--- config.mk ---
export PLATFORM = sky130hd
export DESIGN_NAME = svm_monitor
export DESIGN_NICKNAME = d
export VERILOG_FILES = /design/src/core/svm_pkg.sv /design/src/core/svm_monitor.sv /design/src/core/svm_sync.sv /design/src/core/svm_boot_fetch.sv
export SDC_FILE = /design/constraint.sdc
export NUM_CORES = 1
export LEC_CHECK = 0
export BUFFER_PORTS_ARGS = -buffer_cell sky130_fd_sc_hd__buf_2
export CAP_MARGIN = 20
export CORE_MARGIN = 4
export CORE_UTILIZATION = 45
export CTS_CLUSTER_DIAMETER = 120
export DETAILED_ROUTE_END_ITERATION = 16
export MAX_ROUTING_LAYER = met4
export PLACE_DENSITY = 0.75
export SYNTH_ARGS = -nofsm -noshare
export SYNTH_HDL_FRONTEND = slang
export SYNTH_SLANG_ARGS = --single-unit
--- constraint.sdc ---
create_clock -name CLK -period 1.93 [get_ports CLK]
set_input_delay 0.0965 -clock CLK [delete_from_list [all_inputs] [get_ports CLK]]
set_output_delay 0.0965 -clock CLK [all_outputs]
set_load 0.1 [all_outputs]
--- src/core/svm_pkg.sv ---
// Shared constants, register map and carrier types of the supply voltage monitor
package svm_pkg;

  // ==========================================================================
  // Clock and timing
  localparam int CLK_HZ = 20_000_000;
  localparam int RESET_HOLD_US = 10;
  localparam int RESET_HOLD_CYC = (RESET_HOLD_US * (CLK_HZ / 1_000_000) > 0) ?
                                  RESET_HOLD_US * (CLK_HZ / 1_000_000) : 1;

  // ==========================================================================
  // Register byte offsets
  localparam logic [7:0] OFS_L2_CTRL = 8'h00;
  localparam logic [7:0] OFS_DET_STATUS = 8'h04;
  localparam logic [7:0] OFS_IRQ_STATUS = 8'h08;
  localparam logic [7:0] OFS_IRQ_MASK = 8'h0C;
  localparam logic [7:0] OFS_L0_CTRL = 8'h10;

  // Field positions
  localparam int L2_ENABLE_BIT = 0;
  localparam int L2_PASSAGE_BIT = 2;
  localparam int L2_DIR_BIT = 7;
  localparam int DET_ABOVE_L2_BIT = 3;
  localparam int DET_ABOVE_L0_BIT = 0;
  localparam int DET_BOOT_DONE_BIT = 1;
  localparam int IRQ_L2_BIT = 0;
  localparam int IRQ_BOOT_BIT = 1;
  localparam int IRQ_WIDTH = 2;
  localparam int L0_ENABLE_BIT = 0;
  localparam int L0_BOOTWORD_LSB = 8;

  // Boot option word: fixed fetch address, level-0 enable bit, active low
  localparam logic [19:0] BOOT_WORD_ADDR = 20'hF_FFFF;
  localparam int BOOT_L0_BIT = 5;
  localparam logic [7:0] BOOT_WORD_RESET = 8'hFF;

  // Reset values
  localparam logic [IRQ_WIDTH-1:0] IRQ_MASK_RESET = 2'h0;

  // ==========================================================================
  // Carrier types
  typedef struct packed {
    logic above_level0;
    logic above_level2;
  } svm_cmp_t;

  typedef struct packed {
    logic level2_direction_select;
    logic level2_passage_flag;
    logic level2_monitor_enable;
  } svm_l2ctl_t;

  typedef struct packed {
    logic [19:0] addr;
    logic req;
  } svm_fetch_req_t;

  typedef enum logic [3:0] {
    BOOT_IDLE = 4'b0001,
    BOOT_REQ = 4'b0010,
    BOOT_DONE = 4'b0100,
    BOOT_SPARE = 4'b1000
  } svm_boot_state_t;

endpackage : svm_pkg

--- src/core/svm_monitor.sv ---
// Supply voltage monitor: level-0 reset, level-2 crossing interrupt, Avalon-MM registers
//
// Our own choice: the Avalon-MM slave port.
`timescale 1ns/1ps
module svm_monitor
  import svm_pkg::*;
#(
  parameter int HOLD_CYCLES = RESET_HOLD_CYC
) (
  input wire logic CLK,
  input wire logic ARST_N,
  input wire logic [7:0] AVS_ADDRESS,
  input wire logic AVS_READ,
  input wire logic AVS_WRITE,
  input wire logic [31:0] AVS_WRITEDATA,
  input wire logic [3:0] AVS_BYTEENABLE,
  output logic [31:0] AVS_READDATA,
  output logic AVS_WAITREQUEST,
  input wire svm_pkg::svm_cmp_t CMP_IN,
  output svm_pkg::svm_fetch_req_t FETCH,
  input wire logic FETCH_ACK,
  input wire logic [7:0] FETCH_DATA,
  output logic SYS_RESET_N,
  output logic IRQ
);
  // ==========================================================================
  // Declarations
  svm_cmp_t cmp;
  svm_l2ctl_t l2ctl;
  logic above_l2_q;
  logic level2_event;
  logic [IRQ_WIDTH-1:0] irq_status;
  logic [IRQ_WIDTH-1:0] irq_mask;
  logic [IRQ_WIDTH-1:0] irq_set;
  logic level0_reset_enable;
  logic [7:0] boot_word;
  logic boot_done;
  logic boot_done_q;
  logic ack;
  logic wr_fire;
  logic rd_take;
  logic [31:0] next_readdata;
  logic [15:0] hold_cnt;
  logic in_reset;
  logic reset_cause;

  // ==========================================================================
  // Comparator inputs come from the analog side, so they are synchronised
  svm_sync #(
    .WIDTH(2)
  ) u_sync (
    .clk(CLK),
    .arst_n(ARST_N),
    .din(CMP_IN),
    .dout(cmp)
  );

  // ==========================================================================
  // Boot option word fetch
  svm_boot_fetch u_boot (
    .clk(CLK),
    .arst_n(ARST_N),
    .fetch(FETCH),
    .fetch_ack(FETCH_ACK),
    .fetch_data(FETCH_DATA),
    .boot_word(boot_word),
    .done(boot_done)
  );

  always_ff @(posedge CLK or negedge ARST_N)
  begin
    if (!ARST_N)
      boot_done_q <= 1'b0;
    else
      boot_done_q <= boot_done;
  end

  // ==========================================================================
  // Avalon-MM slave: one wait cycle, then the answer
  assign AVS_WAITREQUEST = (AVS_READ | AVS_WRITE) & ~ack;
  assign wr_fire = AVS_WRITE & ack;
  assign rd_take = AVS_READ & ~ack;

  always_ff @(posedge CLK or negedge ARST_N)
  begin
    if (!ARST_N)
      ack <= 1'b0;
    else
      ack <= (AVS_READ | AVS_WRITE) & ~ack;
  end

  always_comb
  begin
    next_readdata = 32'h0000_0000;
    unique case (AVS_ADDRESS)
      OFS_L2_CTRL:
      begin
        next_readdata[L2_ENABLE_BIT] = l2ctl.level2_monitor_enable;
        next_readdata[L2_PASSAGE_BIT] = l2ctl.level2_passage_flag;
        next_readdata[L2_DIR_BIT] = l2ctl.level2_direction_select;
      end
      OFS_DET_STATUS:
      begin
        next_readdata[DET_ABOVE_L2_BIT] = cmp.above_level2;
        next_readdata[DET_ABOVE_L0_BIT] = cmp.above_level0;
        next_readdata[DET_BOOT_DONE_BIT] = boot_done;
      end
      OFS_IRQ_STATUS: next_readdata[IRQ_WIDTH-1:0] = irq_status;
      OFS_IRQ_MASK: next_readdata[IRQ_WIDTH-1:0] = irq_mask;
      OFS_L0_CTRL:
      begin
        next_readdata[L0_ENABLE_BIT] = level0_reset_enable;
        next_readdata[L0_BOOTWORD_LSB +: 8] = boot_word;
      end
      default: next_readdata = 32'h0000_0000;
    endcase
  end

  always_ff @(posedge CLK or negedge ARST_N)
  begin
    if (!ARST_N)
      AVS_READDATA <= 32'h0000_0000;
    else if (rd_take)
      AVS_READDATA <= next_readdata;
  end

  // ==========================================================================
  // Level-2 crossing detection, unfiltered so that events follow the comparator
  always_ff @(posedge CLK or negedge ARST_N)
  begin
    if (!ARST_N)
      above_l2_q <= 1'b0;
    else
      above_l2_q <= cmp.above_level2;
  end

  always_comb
  begin
    level2_event = 1'b0;
    if (l2ctl.level2_monitor_enable)
    begin
      if (!l2ctl.level2_direction_select)
        level2_event = cmp.above_level2 & ~above_l2_q;
      else
        level2_event = ~cmp.above_level2 & above_l2_q;
    end
  end

  // ==========================================================================
  // Level-2 control register; a passage in the write cycle beats the clear
  always_ff @(posedge CLK or negedge ARST_N)
  begin
    if (!ARST_N)
    begin
      l2ctl.level2_monitor_enable <= 1'b0;
      l2ctl.level2_direction_select <= 1'b0;
    end
    else if (wr_fire && AVS_ADDRESS == OFS_L2_CTRL && AVS_BYTEENABLE[0])
    begin
      l2ctl.level2_monitor_enable <= AVS_WRITEDATA[L2_ENABLE_BIT];
      l2ctl.level2_direction_select <= AVS_WRITEDATA[L2_DIR_BIT];
    end
  end

  always_ff @(posedge CLK or negedge ARST_N)
  begin
    if (!ARST_N)
      l2ctl.level2_passage_flag <= 1'b0;
    else if (level2_event)
      l2ctl.level2_passage_flag <= 1'b1;
    else if (wr_fire && AVS_ADDRESS == OFS_L2_CTRL && AVS_BYTEENABLE[0]
             && !AVS_WRITEDATA[L2_PASSAGE_BIT])
      l2ctl.level2_passage_flag <= 1'b0;
  end

  // ==========================================================================
  // Interrupt status (write one to clear, set wins) and mask
  assign irq_set = {boot_done & ~boot_done_q, level2_event};

  always_ff @(posedge CLK or negedge ARST_N)
  begin
    if (!ARST_N)
      irq_status <= '0;
    else if (wr_fire && AVS_ADDRESS == OFS_IRQ_STATUS && AVS_BYTEENABLE[0])
      irq_status <= (irq_status & ~AVS_WRITEDATA[IRQ_WIDTH-1:0]) | irq_set;
    else
      irq_status <= irq_status | irq_set;
  end

  always_ff @(posedge CLK or negedge ARST_N)
  begin
    if (!ARST_N)
      irq_mask <= IRQ_MASK_RESET;
    else if (wr_fire && AVS_ADDRESS == OFS_IRQ_MASK && AVS_BYTEENABLE[0])
      irq_mask <= AVS_WRITEDATA[IRQ_WIDTH-1:0];
  end

  always_ff @(posedge CLK or negedge ARST_N)
  begin
    if (!ARST_N)
      IRQ <= 1'b0;
    else
      IRQ <= |(irq_status & irq_mask);
  end

  // ==========================================================================
  // Level-0 reset arming: loaded from the boot word, then software may change it
  always_ff @(posedge CLK or negedge ARST_N)
  begin
    if (!ARST_N)
      level0_reset_enable <= 1'b0;
    else if (boot_done & ~boot_done_q)
      level0_reset_enable <= ~boot_word[BOOT_L0_BIT];
    else if (wr_fire && AVS_ADDRESS == OFS_L0_CTRL && AVS_BYTEENABLE[0])
      level0_reset_enable <= AVS_WRITEDATA[L0_ENABLE_BIT];
  end

  // ==========================================================================
  // System reset output: held through power-on until supply is good, and
  // stretched after a brownout so the system sees a full reset
  // While a reset is pending, supply below level 0 keeps it whatever the arming bit says
  assign reset_cause = (~boot_done) | (~cmp.above_level0 & level0_reset_enable)
                       | (~cmp.above_level0 & in_reset);

  always_ff @(posedge CLK or negedge ARST_N)
  begin
    if (!ARST_N)
    begin
      hold_cnt <= 16'h0000;
      in_reset <= 1'b1;
    end
    else if (reset_cause)
    begin
      hold_cnt <= 16'h0000;
      in_reset <= 1'b1;
    end
    else if (in_reset)
    begin
      if (hold_cnt == 16'(HOLD_CYCLES - 1))
        in_reset <= 1'b0;
      else
        hold_cnt <= hold_cnt + 16'h0001;
    end
  end

  always_ff @(posedge CLK or negedge ARST_N)
  begin
    if (!ARST_N)
      SYS_RESET_N <= 1'b0;
    else
      SYS_RESET_N <= ~in_reset;
  end
endmodule : svm_monitor

--- src/core/svm_sync.sv ---
// Two-flop synchroniser for asynchronous level inputs
`timescale 1ns/1ps
module svm_sync #(
  parameter int WIDTH = 2
) (
  input wire logic clk,
  input wire logic arst_n,
  input wire logic [WIDTH-1:0] din,
  output logic [WIDTH-1:0] dout
);
  logic [WIDTH-1:0] meta;

  // The first stage feeds the second stage only
  always_ff @(posedge clk or negedge arst_n)
  begin
    if (!arst_n)
    begin
      meta <= '0;
      dout <= '0;
    end
    else
    begin
      meta <= din;
      dout <= meta;
    end
  end
endmodule : svm_sync

--- src/core/svm_boot_fetch.sv ---
// One-shot fetch of the boot option word after hardware reset
`timescale 1ns/1ps
module svm_boot_fetch
  import svm_pkg::*;
(
  input wire logic clk,
  input wire logic arst_n,
  output svm_pkg::svm_fetch_req_t fetch,
  input wire logic fetch_ack,
  input wire logic [7:0] fetch_data,
  output logic [7:0] boot_word,
  output logic done
);
  svm_boot_state_t state;

  assign fetch.req = (state == BOOT_REQ);
  assign fetch.addr = BOOT_WORD_ADDR;
  assign done = (state == BOOT_DONE);

  // ==========================================================================
  // Sequencer: one request, held until acknowledged, then done until reset
  always_ff @(posedge clk or negedge arst_n)
  begin
    if (!arst_n)
      state <= BOOT_IDLE;
    else
    begin
      unique case (state)
        BOOT_IDLE: state <= BOOT_REQ;
        BOOT_REQ: if (fetch_ack) state <= BOOT_DONE;
        BOOT_DONE: state <= BOOT_DONE;
        default: state <= BOOT_IDLE;
      endcase
    end
  end

  always_ff @(posedge clk or negedge arst_n)
  begin
    if (!arst_n)
      boot_word <= BOOT_WORD_RESET;
    else if (state == BOOT_REQ && fetch_ack)
      boot_word <= fetch_data;
  end
endmodule : svm_boot_fetch

==> results.txt, run 1 <==
----------------------------------------------------
[Critical path]
  Startpoint kind of the worst setup timing path ... register
  Req. time, crit path ... ~2.2 ns
  Critical Path AT ... ~2.1 ns
  Number of cell instances on the worst register-to-register path ... 5
  Kind of capture point of the worst setup path ... register
  Capture point of the worst reg-to-reg path ... hold_cnt[0]
  Crit path from ... hold_cnt[10]
  Reg2reg start ... hold_cnt[10]
  Register-to-Register Setup Slack ... roughly 0.10 ns
  Critical setup path kind ... reg2reg
  Max FO, Critical Path ... 6

[Power]
  Total Power ... between 3000 and 4000 uW
  Reported leakage power ... about 0.0016 uW
  Maximum vdd drop ... 0.000780 V
  Power Density ... about 1100 mW/mm^2

[CTS]
  Worst-path clk slew ... approximately 0.070 ns
  Clock buffer count from CTS ... 9
  Latest clock arrival within the worst-skew pair ... 0.35 ns
  CTS H-Tree Depth ... 3
  Buffers from clock root to sink, at most ... 2
  Sink Count ... a little under 60
  TritonCTS clock tree ... yes
  CTS Root Cell ... sky130_fd_sc_hd__clkbuf_8

[Min path]
  Min-delay src ... AVS_WRITEDATA[0]
  Min-delay worst type ... in2reg
  Hold EP ... irq_mask[0]
  Hold Path Cell Cnt ... 2

[Final layout]
  Diode insertion count for antenna repair ... 0
  End-of-flow core utilization ... 57.4%
  Area Growth Syn to Fin ... 21.5%
  Share of final-layout standard cells stronger than drive strength 1 ... approximately a third
  Nets ... just under 400

[Logic synthesis]
  Register area share after synthesis ... around half
  Yosys cell types ... 48
  Xor and xnor area share after synthesis ... ~2.8%
  Yosys warnings ... 0
  Largest family of logic cells by synthesized area ... simple AND/OR/NAND/NOR gates
  Mapped Area ... ~0.0028 sq mm
  FFs w/ async S/R, synth ... between 90% and 100%
  Count of flip-flops with a built-in enable after synthesis ... 0
  Register bit total from synthesis ... between 50 and 60
  Synth Area in Adders ... less than 1%
  Leading register cell type out of synthesis ... sky130_fd_sc_hd__dfrtp_1
  Post-Synthesis Cells ... approximately 260
  Post-synthesis simple-gate area fraction ... roughly 17%
  Mux contribution to synthesized area ... just over 6%
  Syn avg cell area ... 10.9 sq um
  Share of the synthesized area in compound gates (AO/OA/AOI/OAI) ... roughly a tenth

[GRT]
  Largest net degree at the start of global routing ... around 60
  Global-route wire length before repair ... around 9.5 mm
  Met1 routing resource usage after global routing ... a little under a fifth
  Overall global routing resource usage ... between 10% and 20%
  Met2 layer usage reported by global route ... 26.3%
  Via count of the first global-routing pass ... about 2100
  Antenna violations before repair ... 0
  Highest-utilization routing layer at the global route stage ... met2
  Global-route congestion overflow total ... 0
  Met3 demand-to-capacity share in global routing ... 5.17%

[Floorplanning]
  Number of rows in the core area ... 28
  Number of I/O pins ... around 120
  Starting density of the core ... a little under half
  Chip width ... 87.6 um
  Die Y ... 87.6 um
  Floorplan Core Area ... around 0.0060 sq mm
  Overall die area ... 0.00767 sq mm

[Drt]
  Vias after detailed routing ... between 2000 and 2500
  Post-route DRC ... 0
  Average via count per standard cell ... 4.96
  Routed WL ... ~5.5 mm
  Number of iterations in the first detailed-routing pass ... 4
  Number of nets with antenna violations after routing ... 0
  Average wire length per cell after detail routing ... roughly 13 um
  Detailed router's first-iteration violation count ... 73

[STA]
  Final setup TNS ... 0 ns
  Post-route fraction of the period consumed by the critical path ... 94.8%
  Final hold violation count ... 0
  Pins over their slew limit ... 0
  RSZ-0062 raised after global routing ... false
  Final critical-path setup slack ... 0.100 ns
  Post-Route Skew ... around 0.011 ns
  Max frequency ... around 550 MHz
  Minimum clock period ... about 1.8 ns
  Final setup violating endpoints ... 0
  Hold_ws ... about 0.041 ns

[Place]
  Final weighted congestion of routability-driven global placement ... 0.799
  Final HPWL DP ... 3.75 mm
  Number of input and output port buffers inserted ... 44
  Worst slack at placement ... 0.100 ns

[Run status]
  Result of the run ... completed

[Run]
  Reported max-cap violation count ... 0

----------------------------------------------------
-- worst max-delay path by stage --
stage                                     end  slack, ns  cells after the start
final                             hold_cnt[0]       0.10                      5
after global routing              hold_cnt[0]      0.001                      5
after CTS                         hold_cnt[3]       0.09                      4
after detailed placement          hold_cnt[3]       0.10                      4
after global placement            hold_cnt[3]       0.13                      4
after floorplan           u_boot.boot_word[0]       0.06                      5
-- per-layer routing --
| metal | routed length, um | vias to the layer above |
|---|---|---|
| met5 | 0 | - |
| li1 | - | 998 |
| met1 | 2240 | 976 |
| met3 | 369 | 17 |
| met2 | 2720 | 64 |
| met4 | 168 | 0 |
-- cells by family (layout without fill, tap and decap cells) --
kind of cell    count (synthesis)  count (layout)
simple gates                   88              88
flops                          58              58
buf+inv                        48              88
compound gates                 40              40
mux                            16              16
xor+xnor                        9               9
other cells                     2              39
fa+ha+maj                       1               1
-- sequential cells by signal, summed over array words and instances (netlist names) --
| signal | cells |
|---|---|
| in_reset | 1 |
| u_sync.meta | 2 |
| l2ctl | 3 |
| u_boot.state | 3 |
| u_boot.boot_word | 8 |
| irq_mask | 2 |
| ack | 1 |
| hold_cnt | 16 |
| SYS_RESET_N | 1 |
| boot_done_q | 1 |
| level0_reset_enable | 1 |
| u_sync.dout | 2 |
| irq_status | 2 |
| IRQ | 1 |
| above_l2_q | 1 |
| AVS_READDATA | 13 |
-- where the power goes --
part / internal (uW) / switching (uW)
Clock: 736 / 522
Sequential: 1440 / 101
Combinational: 228 / 629
Total: 2400 / 1250
-- Yosys cell counts, drive strengths merged (7+ instances only) --
library cell	count	share of area, %
a22o	10	3.1
nor2	17	2.2
nand3	14	2.6
or3	7	1.6
nand2	12	1.6
a21oi	8	1.4
o21ai	14	2.5
dfrtp	48	42
dfstp	10	9.2
mux2	14	5.5
buf	41	11
-- metrics by stage --
stage | instance area (sq um) | instances
final | 3460 | 414
after global routing | 3460 | 414
after CTS | 3450 | 413
after detailed placement | 3080 | 383
after global placement | 3080 | 383
after floorplan | 3000 | 299
-- what timing repair did --
action,4_1_cts,5_1_grt
setup buffers,0,1
gates resized for setup,0,1
setup endpoints to repair,0,3
hold buffers,14,0
hold endpoints to repair,61,0
-- placed cells by master, fill, tap and decap left out, types with 2 or more instances in the layout --
| cell type | instances |
|---|---|
| sky130_fd_sc_hd__dfrtp_1 | 48 |
| sky130_fd_sc_hd__buf_2 | 44 |
| sky130_fd_sc_hd__conb_1 | 39 |
| sky130_fd_sc_hd__nor2_1 | 15 |
| sky130_fd_sc_hd__mux2_2 | 14 |
| sky130_fd_sc_hd__dlygate4sd3_1 | 14 |
| sky130_fd_sc_hd__nand3_1 | 13 |
| sky130_fd_sc_hd__o21ai_0 | 12 |
| sky130_fd_sc_hd__nand2_1 | 12 |
| sky130_fd_sc_hd__a22o_1 | 10 |
| sky130_fd_sc_hd__dfstp_2 | 10 |
| sky130_fd_sc_hd__buf_4 | 10 |
| sky130_fd_sc_hd__clkbuf_8 | 9 |
| sky130_fd_sc_hd__a21oi_1 | 8 |
| sky130_fd_sc_hd__or3_1 | 6 |
| sky130_fd_sc_hd__xnor2_1 | 6 |
| sky130_fd_sc_hd__nor3_1 | 5 |
| sky130_fd_sc_hd__nand2b_1 | 4 |
| sky130_fd_sc_hd__nor4_1 | 4 |
| sky130_fd_sc_hd__nand4_1 | 4 |
| sky130_fd_sc_hd__and3_1 | 3 |
| sky130_fd_sc_hd__nor2b_1 | 3 |
| sky130_fd_sc_hd__inv_1 | 3 |
| sky130_fd_sc_hd__xor2_1 | 3 |
| sky130_fd_sc_hd__nand3b_1 | 2 |
| sky130_fd_sc_hd__or4_4 | 2 |
| sky130_fd_sc_hd__mux2i_1 | 2 |
| sky130_fd_sc_hd__o21ai_1 | 2 |
| sky130_fd_sc_hd__bufinv_16 | 2 |
| sky130_fd_sc_hd__inv_6 | 2 |
| sky130_fd_sc_hd__clkinvlp_4 | 2 |
-- worst max-delay path, cell delays in order (launching register included) --
cell                      delay [ns]
sky130_fd_sc_hd__dfrtp_1        0.42
sky130_fd_sc_hd__or4_4          0.58
sky130_fd_sc_hd__o41ai_4        0.33
sky130_fd_sc_hd__buf_4          0.19
sky130_fd_sc_hd__xor2_1         0.15
sky130_fd_sc_hd__nor2_1         0.05
-- area by class of cell --
cell class                      count  area (sq um)
Clock buffer                        9           124
Clock inverter                      7           101
Fill cell                         508          2570
Inverter                            3          11.3
Multi-Input combinational cell    193          1210
Sequential cell                    58          1460
Tap cell                           75          93.8
Timing Repair Buffer               69           455
Note: power is estimated with default switching activity, not from simulation.
==> inputs of run 2 (changes only) <==
--- a/config.mk
+++ b/config.mk
@@ -8,11 +8,11 @@
 export BUFFER_PORTS_ARGS = -buffer_cell sky130_fd_sc_hd__buf_2
 export CAP_MARGIN = 20
 export CORE_MARGIN = 4
-export CORE_UTILIZATION = 45
+export CORE_UTILIZATION = 48
 export CTS_CLUSTER_DIAMETER = 120
 export DETAILED_ROUTE_END_ITERATION = 16
 export MAX_ROUTING_LAYER = met4
-export PLACE_DENSITY = 0.75
+export PLACE_DENSITY = 0.79
 export SYNTH_ARGS = -nofsm -noshare
 export SYNTH_HDL_FRONTEND = slang
 export SYNTH_SLANG_ARGS = --single-unit
==> results.txt, run 2 (synthesis results as in run 1) <==
----------------------------------------------------
[Run status]
  Result of the run ... completed (unchanged)

[STA]
  Minimum clock period ... 1.85 ns (was 1.83 ns)
  Hold_ws ... 0.0299 ns (was 0.0415 ns)
  Post-route fraction of the period consumed by the critical path ... 95.7% (was 94.8%)
  Pins over their slew limit ... 0 (unchanged)
  Final hold violation count ... 0 (unchanged)
  Actual transition at the worst max-transition pin ... 0.657 ns
  RSZ-0062 raised after global routing ... true (was false)
  Post-Route Skew ... 0.00888 ns (was 0.0112 ns)
  Final critical-path setup slack ... 0.0831 ns (was 0.100 ns)
  Final setup TNS ... 0 ns (unchanged)
  Max transition margin ... between 50 and 60%
  Max frequency ... 541 MHz (was 546 MHz)
  Final setup violating endpoints ... 0 (unchanged)

[CTS]
  Worst-path clk slew ... 0.06 ns (was 0.07 ns)
  TritonCTS clock tree ... yes (unchanged)
  Buffers from clock root to sink, at most ... 2 (unchanged)
  CTS Root Cell ... sky130_fd_sc_hd__clkbuf_8 (unchanged)
  Sink Count ... 58 (unchanged)
  Latest clock arrival within the worst-skew pair ... 0.33 ns (was 0.35 ns)
  Clock buffer count from CTS ... 9 (unchanged)
  CTS H-Tree Depth ... 3 (unchanged)

[Critical path]
  Cells traversed along the worst timing path ... or4_4 -> o41ai_4 -> buf_4 -> nand3_1 -> o21ai_0 (was or4_4 -> o41ai_4 -> buf_4 -> xor2_1 -> nor2_1)
  Number of cells on the critical path ... 5 (unchanged)
  Number of buffer and inverter instances along the worst setup path ... 1 (unchanged)
  Crit path from ... hold_cnt[11] (was hold_cnt[10])
  Number of cell instances on the worst register-to-register path ... 5 (unchanged)
  Register-to-Register Setup Slack ... 0.08 ns (was 0.10 ns)
  Startpoint kind of the worst setup timing path ... register (unchanged)
  Worst setup path end ... hold_cnt[1] (was hold_cnt[0])
  Largest delay share family, worst path ... simple AND/OR/NAND/NOR gates (unchanged)
  Max stage delay cell, worst path ... sky130_fd_sc_hd__or4_4 (unchanged)
  Req. time, crit path ... 2.18 ns (was 2.16 ns)
  Kind of capture point of the worst setup path ... register (unchanged)
  Largest stage delay on the critical path ... 0.58 ns (about the same)
  Capture point of the worst reg-to-reg path ... hold_cnt[1] (was hold_cnt[0])
  Reg2reg start ... hold_cnt[11] (was hold_cnt[10])
  Critical Path AT ... 2.09 ns (was 2.06 ns)
  Max FO, Critical Path ... 4 (was 6)
  Critical setup path kind ... reg2reg (unchanged)

[Final layout]
  Area Growth Syn to Fin ... 21.0% (was 21.5%)
  Highest-count cells in the layout ignoring fill and taps ... 48 x sky130_fd_sc_hd__dfrtp_1, 44 x sky130_fd_sc_hd__buf_2, 39 x sky130_fd_sc_hd__conb_1 (unchanged)
  Flip-flop count of the largest register, all copies and words added ... 16 (unchanged)
  Register area ... 0.00146 sq mm (unchanged)
  Top Registers ... hold_cnt: 16 flops, AVS_READDATA: 13 flops, u_boot.boot_word: 8 flops (unchanged)
  End-of-flow core utilization ... 61.1% (was 57.4%)
  Diode insertion count for antenna repair ... 0 (unchanged)
  Share of final-layout standard cells stronger than drive strength 1 ... 31.6% (was 31.9%)
  Fill cell total of the finished layout ... 458 (was 508)
  Commonest non-fill, non-tap cell in the layout ... sky130_fd_sc_hd__dfrtp_1 (unchanged)
  Nets ... 390 (was 394)
  Largest register by flop count ... hold_cnt (unchanged)
  Area used by multi-input combinational logic ... 0.00121 sq mm (unchanged)

[Drt]
  Number of nets with antenna violations after routing ... 0 (unchanged)
  Detailed router's first-iteration violation count ... 133 (was 73)
  Average wire length per cell after detail routing ... 14.0 um (was 13.3 um)
  Routed WL ... 5.69 mm (was 5.50 mm)
  Number of iterations in the first detailed-routing pass ... 4 (unchanged)
  Vias after detailed routing ... 2103 (was 2055)
  Post-route DRC ... 0 (unchanged)
  Average via count per standard cell ... 5.17 (was 4.96)

[Place]
  Number of input and output port buffers inserted ... 44 (unchanged)
  Worst slack at placement ... 0.102 ns (was 0.100 ns)
  Final weighted congestion of routability-driven global placement ... 0.850 (was 0.799)
  Final HPWL DP ... 3.94 mm (was 3.75 mm)

[Power]
  Maximum vdd drop ... 0.000854 V (was 0.000780 V)
  Reported leakage power ... 0.00163 uW (about the same)
  Power Density ... 1100 mW/mm^2 (was 1060 mW/mm^2)

[Floorplanning]
  Overall die area ... 0.00723 sq mm (was 0.00767 sq mm)
  Number of rows in the core area ... 27 (was 28)
  Die Y ... 85.0 um (was 87.6 um)
  Chip width ... 85.0 um (was 87.6 um)
  Starting density of the core ... 50.5% (was 47.3%)
  Floorplan Core Area ... 0.00564 sq mm (was 0.00603 sq mm)
  Number of I/O pins ... 115 (unchanged)

[Run]
  Reported max-cap violation count ... 0 (unchanged)

[GRT]
  Via count of the first global-routing pass ... 2105 (was 2071)
  Largest net degree at the start of global routing ... 33 (was 59)
  Antenna violations before repair ... 0 (unchanged)
  Global-route congestion overflow total ... 0 (unchanged)
  Overall global routing resource usage ... 17.1% (was 16.8%)
  Global-route wire length before repair ... 9.54 mm (was 9.48 mm)

[Min path]
  Min-delay worst type ... in2reg (unchanged)

----------------------------------------------------
[run 2: cell count changes in the layout (fill, tap and decap cells not counted)]
cell	before	now
sky130_fd_sc_hd__clkbuf_8	9	11
sky130_fd_sc_hd__dlygate4sd3_1	14	11
sky130_fd_sc_hd__buf_4	10	9
sky130_fd_sc_hd__inv_6	2	0
sky130_fd_sc_hd__clkinv_4	1	0
sky130_fd_sc_hd__clkinvlp_4	2	1
sky130_fd_sc_hd__clkbuf_1	0	1
sky130_fd_sc_hd__bufinv_16	2	3
[run 2: how the worst min path moves through the flow]
| stage | from | end | slack (ns) | depth (start not counted) |
|---|---|---|---|---|
| 6_report | AVS_WRITEDATA[7] | l2ctl[2] | 0.03 | 2 |
| 3_3_place_gp | ARST_N | AVS_READDATA[12] | 0.13 | 1 |
| 5_1_grt | AVS_WRITEDATA[7] | l2ctl[2] | 0.009 | 2 |
| 2_1_floorplan | ARST_N | AVS_READDATA[0] | -0.20 | 0 |
| 3_5_place_dp | ARST_N | AVS_READDATA[10] | 0.14 | 1 |
| 4_1_cts | FETCH_DATA[5] | u_boot.boot_word[5] | 0.004 | 2 |
[run 2: power by group]
part | leakage [uW] | switching, uW | internal (uW)
Clock | 0.000123 | 457 | 929
Combinational | 0.000756 | 627 | 223
Sequential | 0.000752 | 98.8 | 1440
Total | 0.00163 | 1180 | 2590
[run 2: routing by layer]
layer | global-route usage, % | routed length, um | up-vias | part of all wire (%)
met2 | 28.5 | 2940 | 77 | 52
li1 | - | - | 986 | -
met4 | 5.76 | 101 | 0 | 1.8
met5 | - | 0 | - | 0
met3 | 5.92 | 390 | 11 | 6.9
met1 | 19.1 | 2260 | 1029 | 40
[run 2: repair_timing]
action,CTS,global route
hold endpoints to repair,28,1
buffers inserted,0,1
resized for setup,0,1
hold buffers,10,1
setup endpoints to repair,0,3
[run 2: final cells by class]
cell class,instances,area share (%)
Clock buffer,12,4.50
Clock inverter,4,2.83
Inverter,3,0.327
Multi-Input combinational cell,193,35.1
Sequential cell,58,42.5
Tap cell,72,2.61
Timing Repair Buffer,65,12.1
[run 2: through the flow]
step           instances  cell area [sq um]  power [uW]
3_3_place_gp         379               3070        2370
2_1_floorplan        299               3000        2310
3_5_place_dp         379               3070        2390
6_report             407               3450        3780
5_1_grt              407               3450        3930
4_1_cts              405               3420        3790
[run 2: worst reg2reg max path: cells and delay by family (launching register included)]
kind | cells | cell delay, ns
AO/OA/AOI/OAI | 2 | 0.51
buffers and inverters | 1 | 0.19
flip-flops | 1 | 0.42
AND/OR/NAND/NOR | 2 | 0.65
==> inputs of run 3 (changes only) <==
--- a/config.mk
+++ b/config.mk
@@ -7,12 +7,14 @@
 export LEC_CHECK = 0
 export BUFFER_PORTS_ARGS = -buffer_cell sky130_fd_sc_hd__buf_2
 export CAP_MARGIN = 20
+export CELL_PAD_IN_SITES_DETAIL_PLACEMENT = 1
+export CELL_PAD_IN_SITES_GLOBAL_PLACEMENT = 1
 export CORE_MARGIN = 4
-export CORE_UTILIZATION = 48
+export CORE_UTILIZATION = 36
 export CTS_CLUSTER_DIAMETER = 120
 export DETAILED_ROUTE_END_ITERATION = 16
 export MAX_ROUTING_LAYER = met4
-export PLACE_DENSITY = 0.79
+export PLACE_DENSITY_LB_ADDON = 0.1
 export SYNTH_ARGS = -nofsm -noshare
 export SYNTH_HDL_FRONTEND = slang
 export SYNTH_SLANG_ARGS = --single-unit
==> results.txt, run 3 (synthesis results as in run 1) <==
----------------------------------------------------
[GRT]
  Overall global routing resource usage ... 14.6% (was 17.1%)
  Antenna violations before repair ... 0 (unchanged)
  Via count of the first global-routing pass ... 2180 (was 2105)
  Global-route congestion overflow total ... 0 (unchanged)
  Largest net degree at the start of global routing ... 26 (was 33)
  Global-route wire length before repair ... 10.8 mm (was 9.54 mm)

[Place]
  DP Area ... 0.00317 sq mm (was 0.00307 sq mm)
  Number of input and output port buffers inserted ... 44 (unchanged)
  Worst slack at placement ... 0.106 ns (was 0.102 ns)
  Final weighted congestion of routability-driven global placement ... 0.768 (was 0.850)
  Final HPWL DP ... 4.55 mm (was 3.94 mm)

[Final layout]
  Finished layout cell area ... 0.00345 sq mm (about the same)
  Area used by multi-input combinational logic ... 0.00121 sq mm (unchanged)
  Flip-flop count of the largest register, all copies and words added ... 16 (unchanged)
  Nets ... 398 (was 390)
  Top Registers ... hold_cnt: 16 flops, AVS_READDATA: 13 flops, u_boot.boot_word: 8 flops (unchanged)
  Highest-count cells in the layout ignoring fill and taps ... 48 x sky130_fd_sc_hd__dfrtp_1, 44 x sky130_fd_sc_hd__buf_2, 39 x sky130_fd_sc_hd__conb_1 (unchanged)
  Fill cell total of the finished layout ... 883 (was 458)
  Diode insertion count for antenna repair ... 0 (unchanged)
  Register area ... 0.00146 sq mm (unchanged)
  End-of-flow core utilization ... 44.7% (was 61.1%)
  Largest register by flop count ... hold_cnt (unchanged)
  Area Growth Syn to Fin ... 21.3% (was 21.0%)
  Commonest non-fill, non-tap cell in the layout ... sky130_fd_sc_hd__dfrtp_1 (unchanged)
  Share of final-layout standard cells stronger than drive strength 1 ... 32.7% (was 31.6%)

[Critical path]
  Max stage delay cell, worst path ... sky130_fd_sc_hd__or4_4 (unchanged)
  Critical setup path kind ... reg2reg (unchanged)
  Req. time, crit path ... 2.14 ns (was 2.18 ns)
  Largest stage delay on the critical path ... 0.57 ns (was 0.58 ns)
  Critical Path AT ... 2.05 ns (was 2.09 ns)
  Max FO, Critical Path ... 6 (was 4)
  Startpoint kind of the worst setup timing path ... register (unchanged)
  Kind of capture point of the worst setup path ... register (unchanged)
  Cells traversed along the worst timing path ... or4_4 -> o41ai_4 -> or3_2 -> a21oi_1 (was or4_4 -> o41ai_4 -> buf_4 -> nand3_1 -> o21ai_0)

[CTS]
  Clock buffer count from CTS ... 9 (unchanged)
  Latest clock arrival within the worst-skew pair ... 0.32 ns (was 0.33 ns)
  CTS Root Cell ... sky130_fd_sc_hd__clkbuf_8 (unchanged)
  TritonCTS clock tree ... yes (unchanged)
  Buffers from clock root to sink, at most ... 2 (unchanged)
  Sink Count ... 58 (unchanged)
  CTS H-Tree Depth ... 3 (unchanged)
  Worst-path clk slew ... 0.07 ns (was 0.06 ns)

[STA]
  Actual transition at the worst max-transition pin ... 0.570 ns (was 0.657 ns)
  Final setup TNS ... 0 ns (unchanged)
  Final setup violating endpoints ... 0 (unchanged)
  Final hold violation count ... 0 (unchanged)
  Max frequency ... 543 MHz (was 541 MHz)
  Final critical-path setup slack ... 0.0890 ns (was 0.0831 ns)
  Pins over their slew limit ... 0 (unchanged)
  Minimum clock period ... 1.84 ns (was 1.85 ns)
  Post-route fraction of the period consumed by the critical path ... 95.4% (was 95.7%)
  Hold_ws ... 0.0248 ns (was 0.0299 ns)
  RSZ-0062 raised after global routing ... false (was true)
  Max transition margin ... 62.0% (was 55.9%)
  Post-Route Skew ... 0.0110 ns (was 0.00888 ns)

[Power]
  Reported leakage power ... 0.00163 uW (about the same)
  Power Density ... 970 mW/mm^2 (was 1100 mW/mm^2)
  Maximum vdd drop ... 0.000801 V (was 0.000854 V)

[Min path]
  Min-delay worst type ... in2reg (unchanged)

[Floorplanning]
  Overall die area ... 0.00940 sq mm (was 0.00723 sq mm)
  Die Y ... 96.9 um (was 85.0 um)
  Number of I/O pins ... 115 (unchanged)
  Number of rows in the core area ... 32 (was 27)
  Starting density of the core ... 36.9% (was 50.5%)
  Floorplan Core Area ... 0.00773 sq mm (was 0.00564 sq mm)
  Chip width ... 96.9 um (was 85.0 um)

[Drt]
  Average wire length per cell after detail routing ... 14.0 um (about the same)
  Detailed router's first-iteration violation count ... 55 (was 133)
  Number of iterations in the first detailed-routing pass ... 4 (unchanged)
  Routed WL ... 6.25 mm (was 5.69 mm)
  Post-route DRC ... 0 (unchanged)
  Vias after detailed routing ... 2101 (was 2103)
  Average via count per standard cell ... 4.72 (was 5.17)
  Number of nets with antenna violations after routing ... 0 (unchanged)

[Run]
  Reported max-cap violation count ... 0 (unchanged)

[Run status]
  Result of the run ... completed (unchanged)

----------------------------------------------------
## run 3: worst paths after layout
kind / start / to / slack (ns) / cells after the start
worst max-delay path: hold_cnt[12] / hold_cnt[3] / 0.09 / 4
worst min-delay path: AVS_READ / ack / 0.02 / 3
worst max register to register: hold_cnt[12] / hold_cnt[3] / 0.09 / 4
worst min register to register: u_sync.meta[0] / u_sync.dout[0] / 0.35 / 0
max in group asynchronous: ARST_N / in_reset / 0.96 / 3
min in group asynchronous: ARST_N / AVS_READDATA[9] / 0.31 / 2
## run 3: routing by layer
layer  share of wire [%]  track usage (%)  vias up
met5                   0                -        -
met4                0.82             6.05        0
met3                 5.0             3.39        5
met2                  48             22.1       55
met1                  46             18.8     1040
li1                    -                -     1001
## run 3: area by class of cell
cell class | count | area share, %
Tap cell | 102 | 3.69
Clock buffer | 13 | 4.31
Timing Repair Buffer | 73 | 13.8
Clock inverter | 3 | 0.435
Sequential cell | 58 | 42.4
Inverter | 3 | 0.326
Multi-Input combinational cell | 193 | 35.0
## run 3: worst max-delay path: cells and delay by family (launching register included)
kind / cells / cell delay [ns]
and+or+nand+nor: 2 / 0.77
AOI/OAI and AO/OA: 2 / 0.56
DFF: 1 / 0.40
## run 3: what timing repair did
| action | CTS | global route |
|---|---|---|
| buffers inserted | 0 | 0 |
| gates resized for setup | 0 | 1 |
| setup endpoints to repair | 0 | 2 |
| hold buffers | 11 | 0 |
| endpoints found under the hold margin | 24 | 0 |
## run 3: stage by stage
stage               total power [uW]  std cells
global route                    3540        445
floorplan                       2310        299
CTS                             3410        445
global placement                2390        418
detailed placement              2410        418
finish                          3350        445
## run 3: where the power goes
group	switching, uW	internal, uW
registers	100	1440
clock network	460	496
logic	628	225
